$ cat config.mk
export PLATFORM = sky130hd
export DESIGN_NAME = ucc_core
export DESIGN_NICKNAME = d
export VERILOG_FILES = /design/src/hw/ucc_pkg.sv /design/src/hw/ucc_core.sv
export VERILOG_INCLUDE_DIRS = /design/src /design/src/hw
export SDC_FILE = /design/constraint.sdc
export NUM_CORES = 1
export LEC_CHECK = 0
export ABC_AREA = 1
export BUFFER_PORTS_ARGS = -buffer_cell sky130_fd_sc_hd__buf_2
export CORE_UTILIZATION = 27
export DETAILED_ROUTE_END_ITERATION = 8
export PLACE_DENSITY = 0.43
export SLEW_MARGIN = 10
export SYNTH_ARGS = -nofsm -noshare
export SYNTH_HDL_FRONTEND = slang
export SYNTH_SLANG_ARGS = --single-unit
$ cat constraint.sdc
create_clock -name i_core_clk -period 2.06 [get_ports i_core_clk]
set_clock_uncertainty 0.1 [all_clocks]
set_input_delay 0.309 -clock i_core_clk [delete_from_list [all_inputs] [get_ports i_core_clk]]
set_output_delay 0.309 -clock i_core_clk [all_outputs]
set_load 0.02 [all_outputs]
$ cat src/hw/ucc_defines.svh
// How it works
// - INTERRUPT_IDENTIFICATION read returns code of the reported source
// - reported source held until serviced or gone
// - INTERRUPT_IDENTIFICATION read clears only reported source
// - line status: priority 1, code 0110
// - rx data 0100, timeout 1100, priority 2
// - transmit empty: priority 3, code 0010
// - modem status: priority 4, code 0000
// - INTERRUPT_IDENTIFICATION bits 7:6 show FIFO enable
// - INTERRUPT_IDENTIFICATION bit 0 low while pending
// - line bit 7 maps divisor latch
// - line bit 6 holds transmit low; in loopback the pin stays high and the low goes to the rx loop path
// - line bit 3 enables parity bit
// - line bit 4 picks odd/even
// - line bit 5 forces constant parity
// - line bit 2 selects stop length
// - line bits 1:0 give 5..8 bits
// - handshake bit 4 enters local loopback
// - loopback modem sources from control bits
// - bit 3 drives user output b inverted
// - bit 2 sets loopback ring indicator
// - bits 1:0 drive RTS/DTR inverted
// - bit 5 auto flow; 7:6 reserved
// - each source gated by enable bit
// - FIFO rx interrupt follows trigger level
`ifndef UCC_DEFINES_SVH
`define UCC_DEFINES_SVH
`define UCC_OFF_DLL    8'h00
`define UCC_OFF_IER    8'h04
`define UCC_OFF_ISR    8'h08
`define UCC_OFF_LCR    8'h0C
`define UCC_OFF_MCR    8'h10
`define UCC_OFF_MSR    8'h14
`define UCC_LCR_DLAB   7
`define UCC_LCR_BRK    6
`define UCC_LCR_STICK  5
`define UCC_LCR_EVEN   4
`define UCC_LCR_PEN    3
`define UCC_LCR_STOP   2
`define UCC_MCR_AFE    5
`define UCC_MCR_LOOP   4
`define UCC_MCR_USR_B  3
`define UCC_MCR_USR_A  2
`define UCC_MCR_RTS    1
`define UCC_MCR_DTR    0
`define UCC_IER_RX     0
`define UCC_IER_TX     1
`define UCC_IER_LS     2
`define UCC_IER_MS     3
`define UCC_ID_NONE    4'h1
`define UCC_ID_LINE    4'h6
`define UCC_ID_RXDATA  4'h4
`define UCC_ID_TMO     4'hC
`define UCC_ID_THRE    4'h2
`define UCC_ID_MODEM   4'h0
`define UCC_TRIG_0     5'h01
`define UCC_TRIG_1     5'h04
`define UCC_TRIG_2     5'h08
`define UCC_TRIG_3     5'h0E
`define UCC_RST_BYTE   8'h00
`endif

$ cat src/hw/ucc_pkg.sv
package ucc_pkg;
    typedef enum logic [2:0] {
        SRC_NONE, SRC_LINE, SRC_RXDATA, SRC_TMO, SRC_THRE, SRC_MODEM
    } ucc_src_t;
    typedef struct packed {
        logic       we;
        logic       re;
        logic [7:0] addr;
        logic [7:0] wdata;
    } ucc_bus_t;
    typedef struct packed {
        logic [1:0] wlen;
        logic       stop_long;
        logic       par_en;
        logic       par_even;
        logic       par_stick;
        logic [2:0] stop_halves;
    } ucc_fmt_t;
    typedef struct packed {
        logic dcd;
        logic ri;
        logic dsr;
        logic cts;
    } ucc_mdm_t;
endpackage

$ cat src/hw/ucc_core.sv
// Our own choices: the address-and-strobe port and the register addresses.
`timescale 1ns/1ps
`include "ucc_defines.svh"
module ucc_core #(
    parameter int FILL_W = 5
) (
    input  wire logic              i_core_clk,
    input  wire logic              i_rst_n,
    input  wire ucc_pkg::ucc_bus_t i_bus,
    output logic [7:0]             o_rdata,
    input  wire logic              i_rx_line_event,
    input  wire logic              i_rx_timeout,
    input  wire logic [FILL_W-1:0] i_rx_fill,
    input  wire logic              i_thr_empty,
    input  wire logic              i_tx_serial,
    input  wire logic [7:0]        i_tx_char,
    input  wire logic [7:0]        i_rx_char,
    input  wire logic              i_rx_par,
    input  wire logic              i_rx_pin,
    input  wire logic              i_cts_n,
    input  wire logic              i_dsr_n,
    input  wire logic              i_dcd_n,
    input  wire logic              i_ri_n,
    output logic                   o_tx,
    output logic                   o_rx_serial,
    output logic                   o_rts_n,
    output logic                   o_dtr_n,
    output logic                   o_user_output_a_n,
    output logic                   o_user_output_b_n,
    output logic                   o_irq,
    output ucc_pkg::ucc_fmt_t      o_fmt,
    output logic                   o_tx_par,
    output logic                   o_rx_par_err,
    output logic [15:0]            o_divisor,
    output logic [7:0]             o_efr,
    output logic                   o_auto_flow_en,
    output logic                   o_fifo_en,
    output logic                   o_rx_fifo_clr,
    output logic                   o_tx_fifo_clr
);
    import ucc_pkg::*;

    logic [7:0]  interrupt_enable_register;
    logic [7:0]  line_format_control;
    logic [7:0]  handshake_control;
    logic [7:0]  dll;
    logic [7:0]  dlm;
    logic [7:0]  efr;
    logic        fifo_en;
    logic [1:0]  trig_sel;
    logic [4:0]  pin_s1;
    logic [4:0]  pin_s2;
    logic [3:0]  mdm_q;
    logic [3:0]  delta;
    logic        f_line;
    logic        f_tmo;
    logic        f_thre;
    logic        thre_q;
    logic        ier_tx_q;
    ucc_src_t    cur;
    ucc_src_t    next_cur;
    logic [7:0]  next_rdata;

    // decode
    wire dlab     = line_format_control[`UCC_LCR_DLAB];
    wire loop     = handshake_control[`UCC_MCR_LOOP];
    wire wr_dll   = i_bus.we && i_bus.addr == `UCC_OFF_DLL && dlab;
    wire wr_ier   = i_bus.we && i_bus.addr == `UCC_OFF_IER && !dlab;
    wire wr_dlm   = i_bus.we && i_bus.addr == `UCC_OFF_IER && dlab;
    wire wr_fcr   = i_bus.we && i_bus.addr == `UCC_OFF_ISR && !dlab;
    wire wr_efr   = i_bus.we && i_bus.addr == `UCC_OFF_ISR && dlab;
    wire wr_lcr   = i_bus.we && i_bus.addr == `UCC_OFF_LCR;
    wire wr_mcr   = i_bus.we && i_bus.addr == `UCC_OFF_MCR;
    wire rd_isr   = i_bus.re && i_bus.addr == `UCC_OFF_ISR && !dlab;
    wire rd_msr   = i_bus.re && i_bus.addr == `UCC_OFF_MSR;

    // line format
    wire [1:0] wlen  = line_format_control[1:0];
    wire       pen   = line_format_control[`UCC_LCR_PEN];
    wire       peven = line_format_control[`UCC_LCR_EVEN];
    wire       pstk  = line_format_control[`UCC_LCR_STICK];
    wire       slong = line_format_control[`UCC_LCR_STOP];
    wire [2:0] halves = !slong ? 3'h2 : (wlen == 2'h0 ? 3'h3 : 3'h4);
    wire [7:0] len_mask = 8'hFF >> (3'h3 - {1'b0, wlen});

    function automatic logic par_of(input logic [7:0] d,
                                    input logic [7:0] m,
                                    input logic ev,
                                    input logic stk);
        // odd parity sets the bit so the total count of ones is odd
        if (stk)
            par_of = !ev;
        else
            par_of = ev ? ^(d & m) : !(^(d & m));
    endfunction

    wire tx_par_gen = par_of(i_tx_char, len_mask, peven, pstk);
    wire rx_par_x = par_of(i_rx_char, len_mask, peven, pstk);
    wire rx_bad   = pen && (rx_par_x != i_rx_par);

    // serial path and loopback
    wire tx_int  = line_format_control[`UCC_LCR_BRK] ? 1'b0 : i_tx_serial;
    wire rx_pin  = pin_s2[4];

    // modem inputs: true sense, taken from control bits in loopback
    wire [3:0] mdm_pin = ~pin_s2[3:0];
    wire [3:0] mdm_loop = {handshake_control[`UCC_MCR_USR_B], handshake_control[`UCC_MCR_USR_A],
                           handshake_control[`UCC_MCR_DTR], handshake_control[`UCC_MCR_RTS]};
    wire [3:0] mdm_now = loop ? mdm_loop : mdm_pin;
    wire [3:0] next_delta_set = {mdm_now[3] ^ mdm_q[3],
                                 mdm_q[2] & !mdm_now[2],
                                 mdm_now[1] ^ mdm_q[1],
                                 mdm_now[0] ^ mdm_q[0]};

    // rx trigger level
    wire [4:0] trig = trig_sel == 2'h0 ? `UCC_TRIG_0 :
                      trig_sel == 2'h1 ? `UCC_TRIG_1 :
                      trig_sel == 2'h2 ? `UCC_TRIG_2 : `UCC_TRIG_3;
    wire [FILL_W-1:0] trig_w = FILL_W'(trig);
    wire rx_avail = fifo_en ? (i_rx_fill >= trig_w)
                            : (i_rx_fill != '0);

    // pending vector, index = priority order
    wire thre_set = i_thr_empty && interrupt_enable_register[`UCC_IER_TX] &&
                    (!thre_q || !ier_tx_q);
    wire [4:0] pend = {
        interrupt_enable_register[`UCC_IER_MS] && delta != 4'h0,
        interrupt_enable_register[`UCC_IER_TX] && f_thre,
        interrupt_enable_register[`UCC_IER_RX] && f_tmo,
        interrupt_enable_register[`UCC_IER_RX] && rx_avail,
        interrupt_enable_register[`UCC_IER_LS] && f_line};

    function automatic ucc_src_t pick(input logic [4:0] v);
        // fixed priority: line, data, time-out, transmit, modem
        if (v[0])      pick = SRC_LINE;
        else if (v[1]) pick = SRC_RXDATA;
        else if (v[2]) pick = SRC_TMO;
        else if (v[3]) pick = SRC_THRE;
        else if (v[4]) pick = SRC_MODEM;
        else           pick = SRC_NONE;
    endfunction

    function automatic logic [4:0] mask_of(input ucc_src_t s);
        case (s)
            SRC_LINE:   mask_of = 5'h01;
            SRC_RXDATA: mask_of = 5'h02;
            SRC_TMO:    mask_of = 5'h04;
            SRC_THRE:   mask_of = 5'h08;
            SRC_MODEM:  mask_of = 5'h10;
            default:    mask_of = 5'h00;
        endcase
    endfunction

    function automatic logic [3:0] code_of(input ucc_src_t s);
        case (s)
            SRC_LINE:   code_of = `UCC_ID_LINE;
            SRC_RXDATA: code_of = `UCC_ID_RXDATA;
            SRC_TMO:    code_of = `UCC_ID_TMO;
            SRC_THRE:   code_of = `UCC_ID_THRE;
            SRC_MODEM:  code_of = `UCC_ID_MODEM;
            default:    code_of = `UCC_ID_NONE;
        endcase
    endfunction

    wire [4:0] cur_mask = mask_of(cur);
    wire cur_live = (pend & cur_mask) != 5'h0;
    // the reported source only moves once it is serviced or gone
    always_comb begin
        if (rd_isr)
            next_cur = pick(pend & ~cur_mask);
        else if (cur == SRC_NONE || !cur_live)
            next_cur = pick(pend);
        else
            next_cur = cur;
    end

    // clearing by INTERRUPT_IDENTIFICATION read applies only to the source being shown
    wire clr_line = rd_isr && cur == SRC_LINE;
    wire clr_tmo  = rd_isr && cur == SRC_TMO;
    wire clr_thre = (rd_isr && cur == SRC_THRE) || !i_thr_empty;
    wire clr_mdm  = rd_msr || (rd_isr && cur == SRC_MODEM);

    wire [7:0] isr_val = {{2{fifo_en}}, 2'b00, code_of(cur)};

    always_comb begin
        case (i_bus.addr)
            `UCC_OFF_DLL: next_rdata = dlab ? dll : 8'h00;
            `UCC_OFF_IER: next_rdata = dlab ? dlm : {4'h0, interrupt_enable_register[3:0]};
            `UCC_OFF_ISR: next_rdata = dlab ? efr : isr_val;
            `UCC_OFF_LCR: next_rdata = line_format_control;
            `UCC_OFF_MCR: next_rdata = handshake_control;
            `UCC_OFF_MSR: next_rdata = {mdm_now, delta};
            default:      next_rdata = 8'h00;
        endcase
    end

    always_ff @(posedge i_core_clk or negedge i_rst_n) begin
        if (!i_rst_n) begin
            o_rdata <= `UCC_RST_BYTE;
        end else begin
            o_rdata <= i_bus.re ? next_rdata : 8'h00;
        end
    end

    // software registers
    always_ff @(posedge i_core_clk or negedge i_rst_n) begin
        if (!i_rst_n) begin
            interrupt_enable_register <= `UCC_RST_BYTE;
            line_format_control <= `UCC_RST_BYTE;
            handshake_control <= `UCC_RST_BYTE;
            dll <= `UCC_RST_BYTE;
            dlm <= `UCC_RST_BYTE;
            efr <= `UCC_RST_BYTE;
        end else begin
            if (wr_ier) interrupt_enable_register <= {4'h0, i_bus.wdata[3:0]};
            if (wr_lcr) line_format_control <= i_bus.wdata;
            if (wr_mcr) handshake_control <= {2'b00, i_bus.wdata[5:0]};
            if (wr_dll) dll <= i_bus.wdata;
            if (wr_dlm) dlm <= i_bus.wdata;
            if (wr_efr) efr <= i_bus.wdata;
        end
    end

    // other control bits only take effect with the enable bit set
    always_ff @(posedge i_core_clk or negedge i_rst_n) begin
        if (!i_rst_n) begin
            fifo_en       <= 1'b0;
            trig_sel      <= 2'h0;
            o_rx_fifo_clr <= 1'b0;
            o_tx_fifo_clr <= 1'b0;
        end else begin
            o_rx_fifo_clr <= wr_fcr && i_bus.wdata[0] && i_bus.wdata[1];
            o_tx_fifo_clr <= wr_fcr && i_bus.wdata[0] && i_bus.wdata[2];
            if (wr_fcr) begin
                fifo_en <= i_bus.wdata[0];
                if (i_bus.wdata[0]) trig_sel <= i_bus.wdata[7:6];
            end
        end
    end

    // pins pass two flops; first stage feeds only the second
    always_ff @(posedge i_core_clk or negedge i_rst_n) begin
        if (!i_rst_n) begin
            pin_s1 <= 5'h1F;
            pin_s2 <= 5'h1F;
        end else begin
            pin_s1 <= {i_rx_pin, i_dcd_n, i_ri_n, i_dsr_n, i_cts_n};
            pin_s2 <= pin_s1;
        end
    end

    // sticky event flags: a set in the clear cycle wins
    always_ff @(posedge i_core_clk or negedge i_rst_n) begin
        if (!i_rst_n) begin
            f_line   <= 1'b0;
            f_tmo    <= 1'b0;
            f_thre   <= 1'b0;
            thre_q   <= 1'b0;
            ier_tx_q <= 1'b0;
            mdm_q    <= 4'h0;
            delta    <= 4'h0;
            cur      <= SRC_NONE;
        end else begin
            f_line   <= i_rx_line_event || (f_line && !clr_line);
            f_tmo    <= i_rx_timeout || (f_tmo && !clr_tmo);
            f_thre   <= thre_set || (f_thre && !clr_thre);
            thre_q   <= i_thr_empty;
            ier_tx_q <= interrupt_enable_register[`UCC_IER_TX];
            mdm_q    <= mdm_now;
            delta    <= next_delta_set | (clr_mdm ? 4'h0 : delta);
            cur      <= next_cur;
        end
    end

    // registered outputs
    always_ff @(posedge i_core_clk or negedge i_rst_n) begin
        if (!i_rst_n) begin
            o_tx              <= 1'b1;
            o_rx_serial       <= 1'b1;
            o_rts_n           <= 1'b1;
            o_dtr_n           <= 1'b1;
            o_user_output_a_n <= 1'b1;
            o_user_output_b_n <= 1'b1;
            o_tx_par          <= 1'b0;
            o_rx_par_err      <= 1'b0;
        end else begin
            o_tx              <= loop ? 1'b1 : tx_int;
            o_rx_serial       <= loop ? tx_int : rx_pin;
            o_rts_n           <= loop || !handshake_control[`UCC_MCR_RTS];
            o_dtr_n           <= loop || !handshake_control[`UCC_MCR_DTR];
            o_user_output_a_n <= loop || !handshake_control[`UCC_MCR_USR_A];
            o_user_output_b_n <= loop || !handshake_control[`UCC_MCR_USR_B];
            o_tx_par          <= tx_par_gen;
            o_rx_par_err      <= rx_bad;
        end
    end

    assign o_irq = cur != SRC_NONE;
    assign o_fmt = '{wlen: wlen, stop_long: slong, par_en: pen,
                     par_even: peven, par_stick: pstk,
                     stop_halves: halves};
    assign o_divisor      = {dlm, dll};
    assign o_efr          = efr;
    assign o_auto_flow_en = handshake_control[`UCC_MCR_AFE];
    assign o_fifo_en      = fifo_en;
endmodule // ucc_core

==> flow_summary.json <==
{
  "drt_iter0_drc": 284,
  "ys_types": 40,
  "insertion_delay_ns": 0.35,
  "r2r_slack_ns": 0.22,
  "cts_buffers": 9,
  "setup-tns-final_ns": 0,
  "synth_seq_area_share": 0.492,
  "rows": 47,
  "root_buffer": "clkbuf_16",
  "cts_setup_buffers": 0,
  "pwr-share-clk": 0.414,
  "comb_power_share": 0.112,
  "gp_congestion": 0.845,
  "vias": 3986,
  "syn_nets": 596,
  "fin_util": 0.342,
  "finalMaxSlewViolations": 0,
  "status": "finished clean",
  "die_w_um": 132,
  "fin_cells": 880,
  "p_leak_nw": 2.92,
  "timing.final.crit_share": 0.940,
  "ys_ff_latch": 89,
  "drv_cap": 0,
  "grt_setup_unrepaired": "false",
  "synth_edf_count": 0,
  "wl_per_cell_um": 15.3,
  "tightest_slew_ns": 0.494,
  "hold_path_class": "in2reg",
  "grt_pass1_vias": 3910,
  "period_needed_ns": 1.94,
  "dieHeight_um": 132,
  "cellPowerDensity_mw_per_mm2": 688,
  "synthArstFlopShare": 1.00,
  "finalWirelength_um": 13500,
  "synthCells": 541,
  "cp_data_required_time_ns": 1.65,
  "dp_cells": 857,
  "initial_core_util": 0.276,
  "holdWs_ns": 0.0618,
  "viasPerCell": 4.53,
  "cts_tree": "built",
  "relSlewSlack": 0.667,
  "crit_type": "reg2out",
  "dp_hpwl_um": 10400,
  "fmax_ghz": 0.517,
  "finalSetupViolations": 0,
  "start_kind": "flip-flop",
  "ant_nets": 0,
  "ys.flop_type": "dfrtp_1",
  "grt_pass1_wl_um": 21700,
  "syn_area_mm2": 0.00457,
  "path_clk_slew_ns": 0.06,
  "drive_gt1_frac": 0.288,
  "worstPathCellList": "inv_1 -> nand2_1 -> inv_1 -> nor2_1 -> inv_1 -> buf_2",
  "synthTopCellsByArea": "dfrtp_1 40%, nand2_1 14%, dfstp_2 9.2%, o21ai_0 5.4%, inv_1 4.7%",
  "crit_top_cell": "inv_1",
  "synth_top_area_cell": "dfrtp_1",
  "grt_max_degree": 36,
  "numClockSinks": 89,
  "p_seq_frac": 0.474,
  "crit_path_max_fanout": 8,
  "synth_top_area_frac": 0.400,
  "p_sw_frac": 0.275,
  "die-area_mm2": 0.0175,
  "worstSetupEndpointType": "output pin",
  "p_int_mw": 2.83,
  "hold_viol_final": 0,
  "ys_warn_count": 0,
  "peakVddDrop_mv": 0.348,
  "io_pins": 105,
  "grt-ovfl-total": 0,
  "fill_cells": 1781,
  "synth_area_per_cell_um2": 8.45,
  "dr.pass1.iters": 5,
  "max_stage_delay_ns": 0.48,
  "cp_slowest_cell": "dfrtp_1",
  "diodes": 0,
  "cts_resized": 0,
  "core_mm2": 0.0166,
  "antenna_found_initial": 0,
  "arrival_ns": 1.53,
  "drc": 0,
  "area_delta_synth_final_pct": 24.2,
  "fin_nets": 710,
  "io_buffers": 104,
  "grt_usage": 0.164,
  "clockBufferDepth": 2,
  "cts.htree.levels": 3,
  "p_sw_mw": 1.08
}
power groups by stage:
stage | Combinational (mW) | Sequential, mW | Clock (mW)
2_1_floorplan | 0.224 | 1.89 | 0
3_3_place_gp | 0.431 | 1.88 | 0
3_5_place_dp | 0.436 | 1.89 | 0
4_1_cts | 0.447 | 1.85 | 1.67
5_1_grt | 0.496 | 1.86 | 1.73
6_report | 0.437 | 1.85 | 1.62
area by class of cell:
type,count,area (µm²),area share
multi-input cells,373,1960,0.346
flip-flops and latches,89,2250,0.396
inverters,63,236,0.0417
repair buffers,119,666,0.117
clock buffers,10,239,0.0421
well taps,220,275,0.0485
clock inverters,6,50.0,0.00882
layer usage:
layer  global-route usage  up-vias  part of all wire
li1                     -     1967                 -
met1                0.221     1875              0.48
met2                0.259      127              0.45
met3               0.0404       17             0.058
met4               0.0523        0             0.015
met5                    0        -                 0
synthesized netlist by cell type (4+ instances only):
cell type and count:
nor2_4 4, buf_4 7, o211ai_1 4, nand3_4 6, nand3_1 27, nand2_1 176, nor3_1 4, o21ai_1 10
dfrtp_1 73, nor2_1 26, xnor2_1 4, ha_1 4, o21ai_0 49, inv_2 6, dfstp_2 16, xor2_1 5
o21ai_2 14, inv_1 57, buf_2 4, a21oi_1 8
worst paths after layout:
check | from | endpoint | depth (start not counted)
hold reg to reg | pin_s1[3] | pin_s2[3] | 0
min in group asynchronous | i_rst_n | thre_q | 2
hold / removal | i_rx_line_event | f_line | 3
max in group asynchronous | i_rst_n | o_user_output_a_n | 3
setup reg to reg | trig_sel[0] | cur[0] | 12
setup / recovery | line_format_control[1] | o_fmt[1] | 6
cells in the final DEF, fill, tap and decap left out, types with 9 or more instances in the layout:
| cell | count |
|---|---|
| nand3_1 | 27 |
| inv_1 | 57 |
| o21ai_2 | 14 |
| o21ai_1 | 10 |
| o21ai_0 | 49 |
| nor2_1 | 26 |
| buf_2 | 103 |
| dfstp_2 | 16 |
| dfrtp_1 | 73 |
| nand2_1 | 176 |
| clkbuf_16 | 9 |
cells by family (layout without fill, tap and decap cells):
logic type	count (synthesis)	after routing	share of synthesized area
and+or+nand+nor	264	264	0.276
AOI/OAI and AO/OA	96	96	0.125
DFF	89	89	0.492
buffers and inverters	79	198	0.0791
xor gates and xnor gates	9	9	0.0172
adders and majority gates	4	4	0.0110
state kept, by name (all words and copies together), names as in the netlist, 2 cells and up:
signal and flops:
mdm_q 4, delta 4, trig_sel 2, o_rdata 8
pin_s1 5, line_format_control 8, handshake_control 6, interrupt_enable_register 4
o_efr 8, pin_s2 5, cur 3, dlm 8
dll 8
what timing repair did:
item | 4_1_cts | 5_1_grt
endpoints found under the hold margin | 26 | 0
hold buffers | 7 | 0
setup endpoints to repair | 0 | 0
through the flow:
step / power [mW] / setup slack, ns / area (µm²)
floorplan: 2.11 / 0.479 / 4570
global placement: 2.31 / 0.161 / 5320
detailed placement: 2.32 / 0.192 / 5320
CTS: 3.97 / 0.124 / 5680
global route: 4.09 / 0.0199 / 5680
finish: 3.91 / 0.125 / 5680
critical path, delay by kind of cell (launching register included):
kind,cells,cell delay (ns)
and+or+nand+nor,2,0.31
buffers and inverters,4,0.39
DFF,1,0.48
No activity file was read; power rests on OpenSTA's default activity.
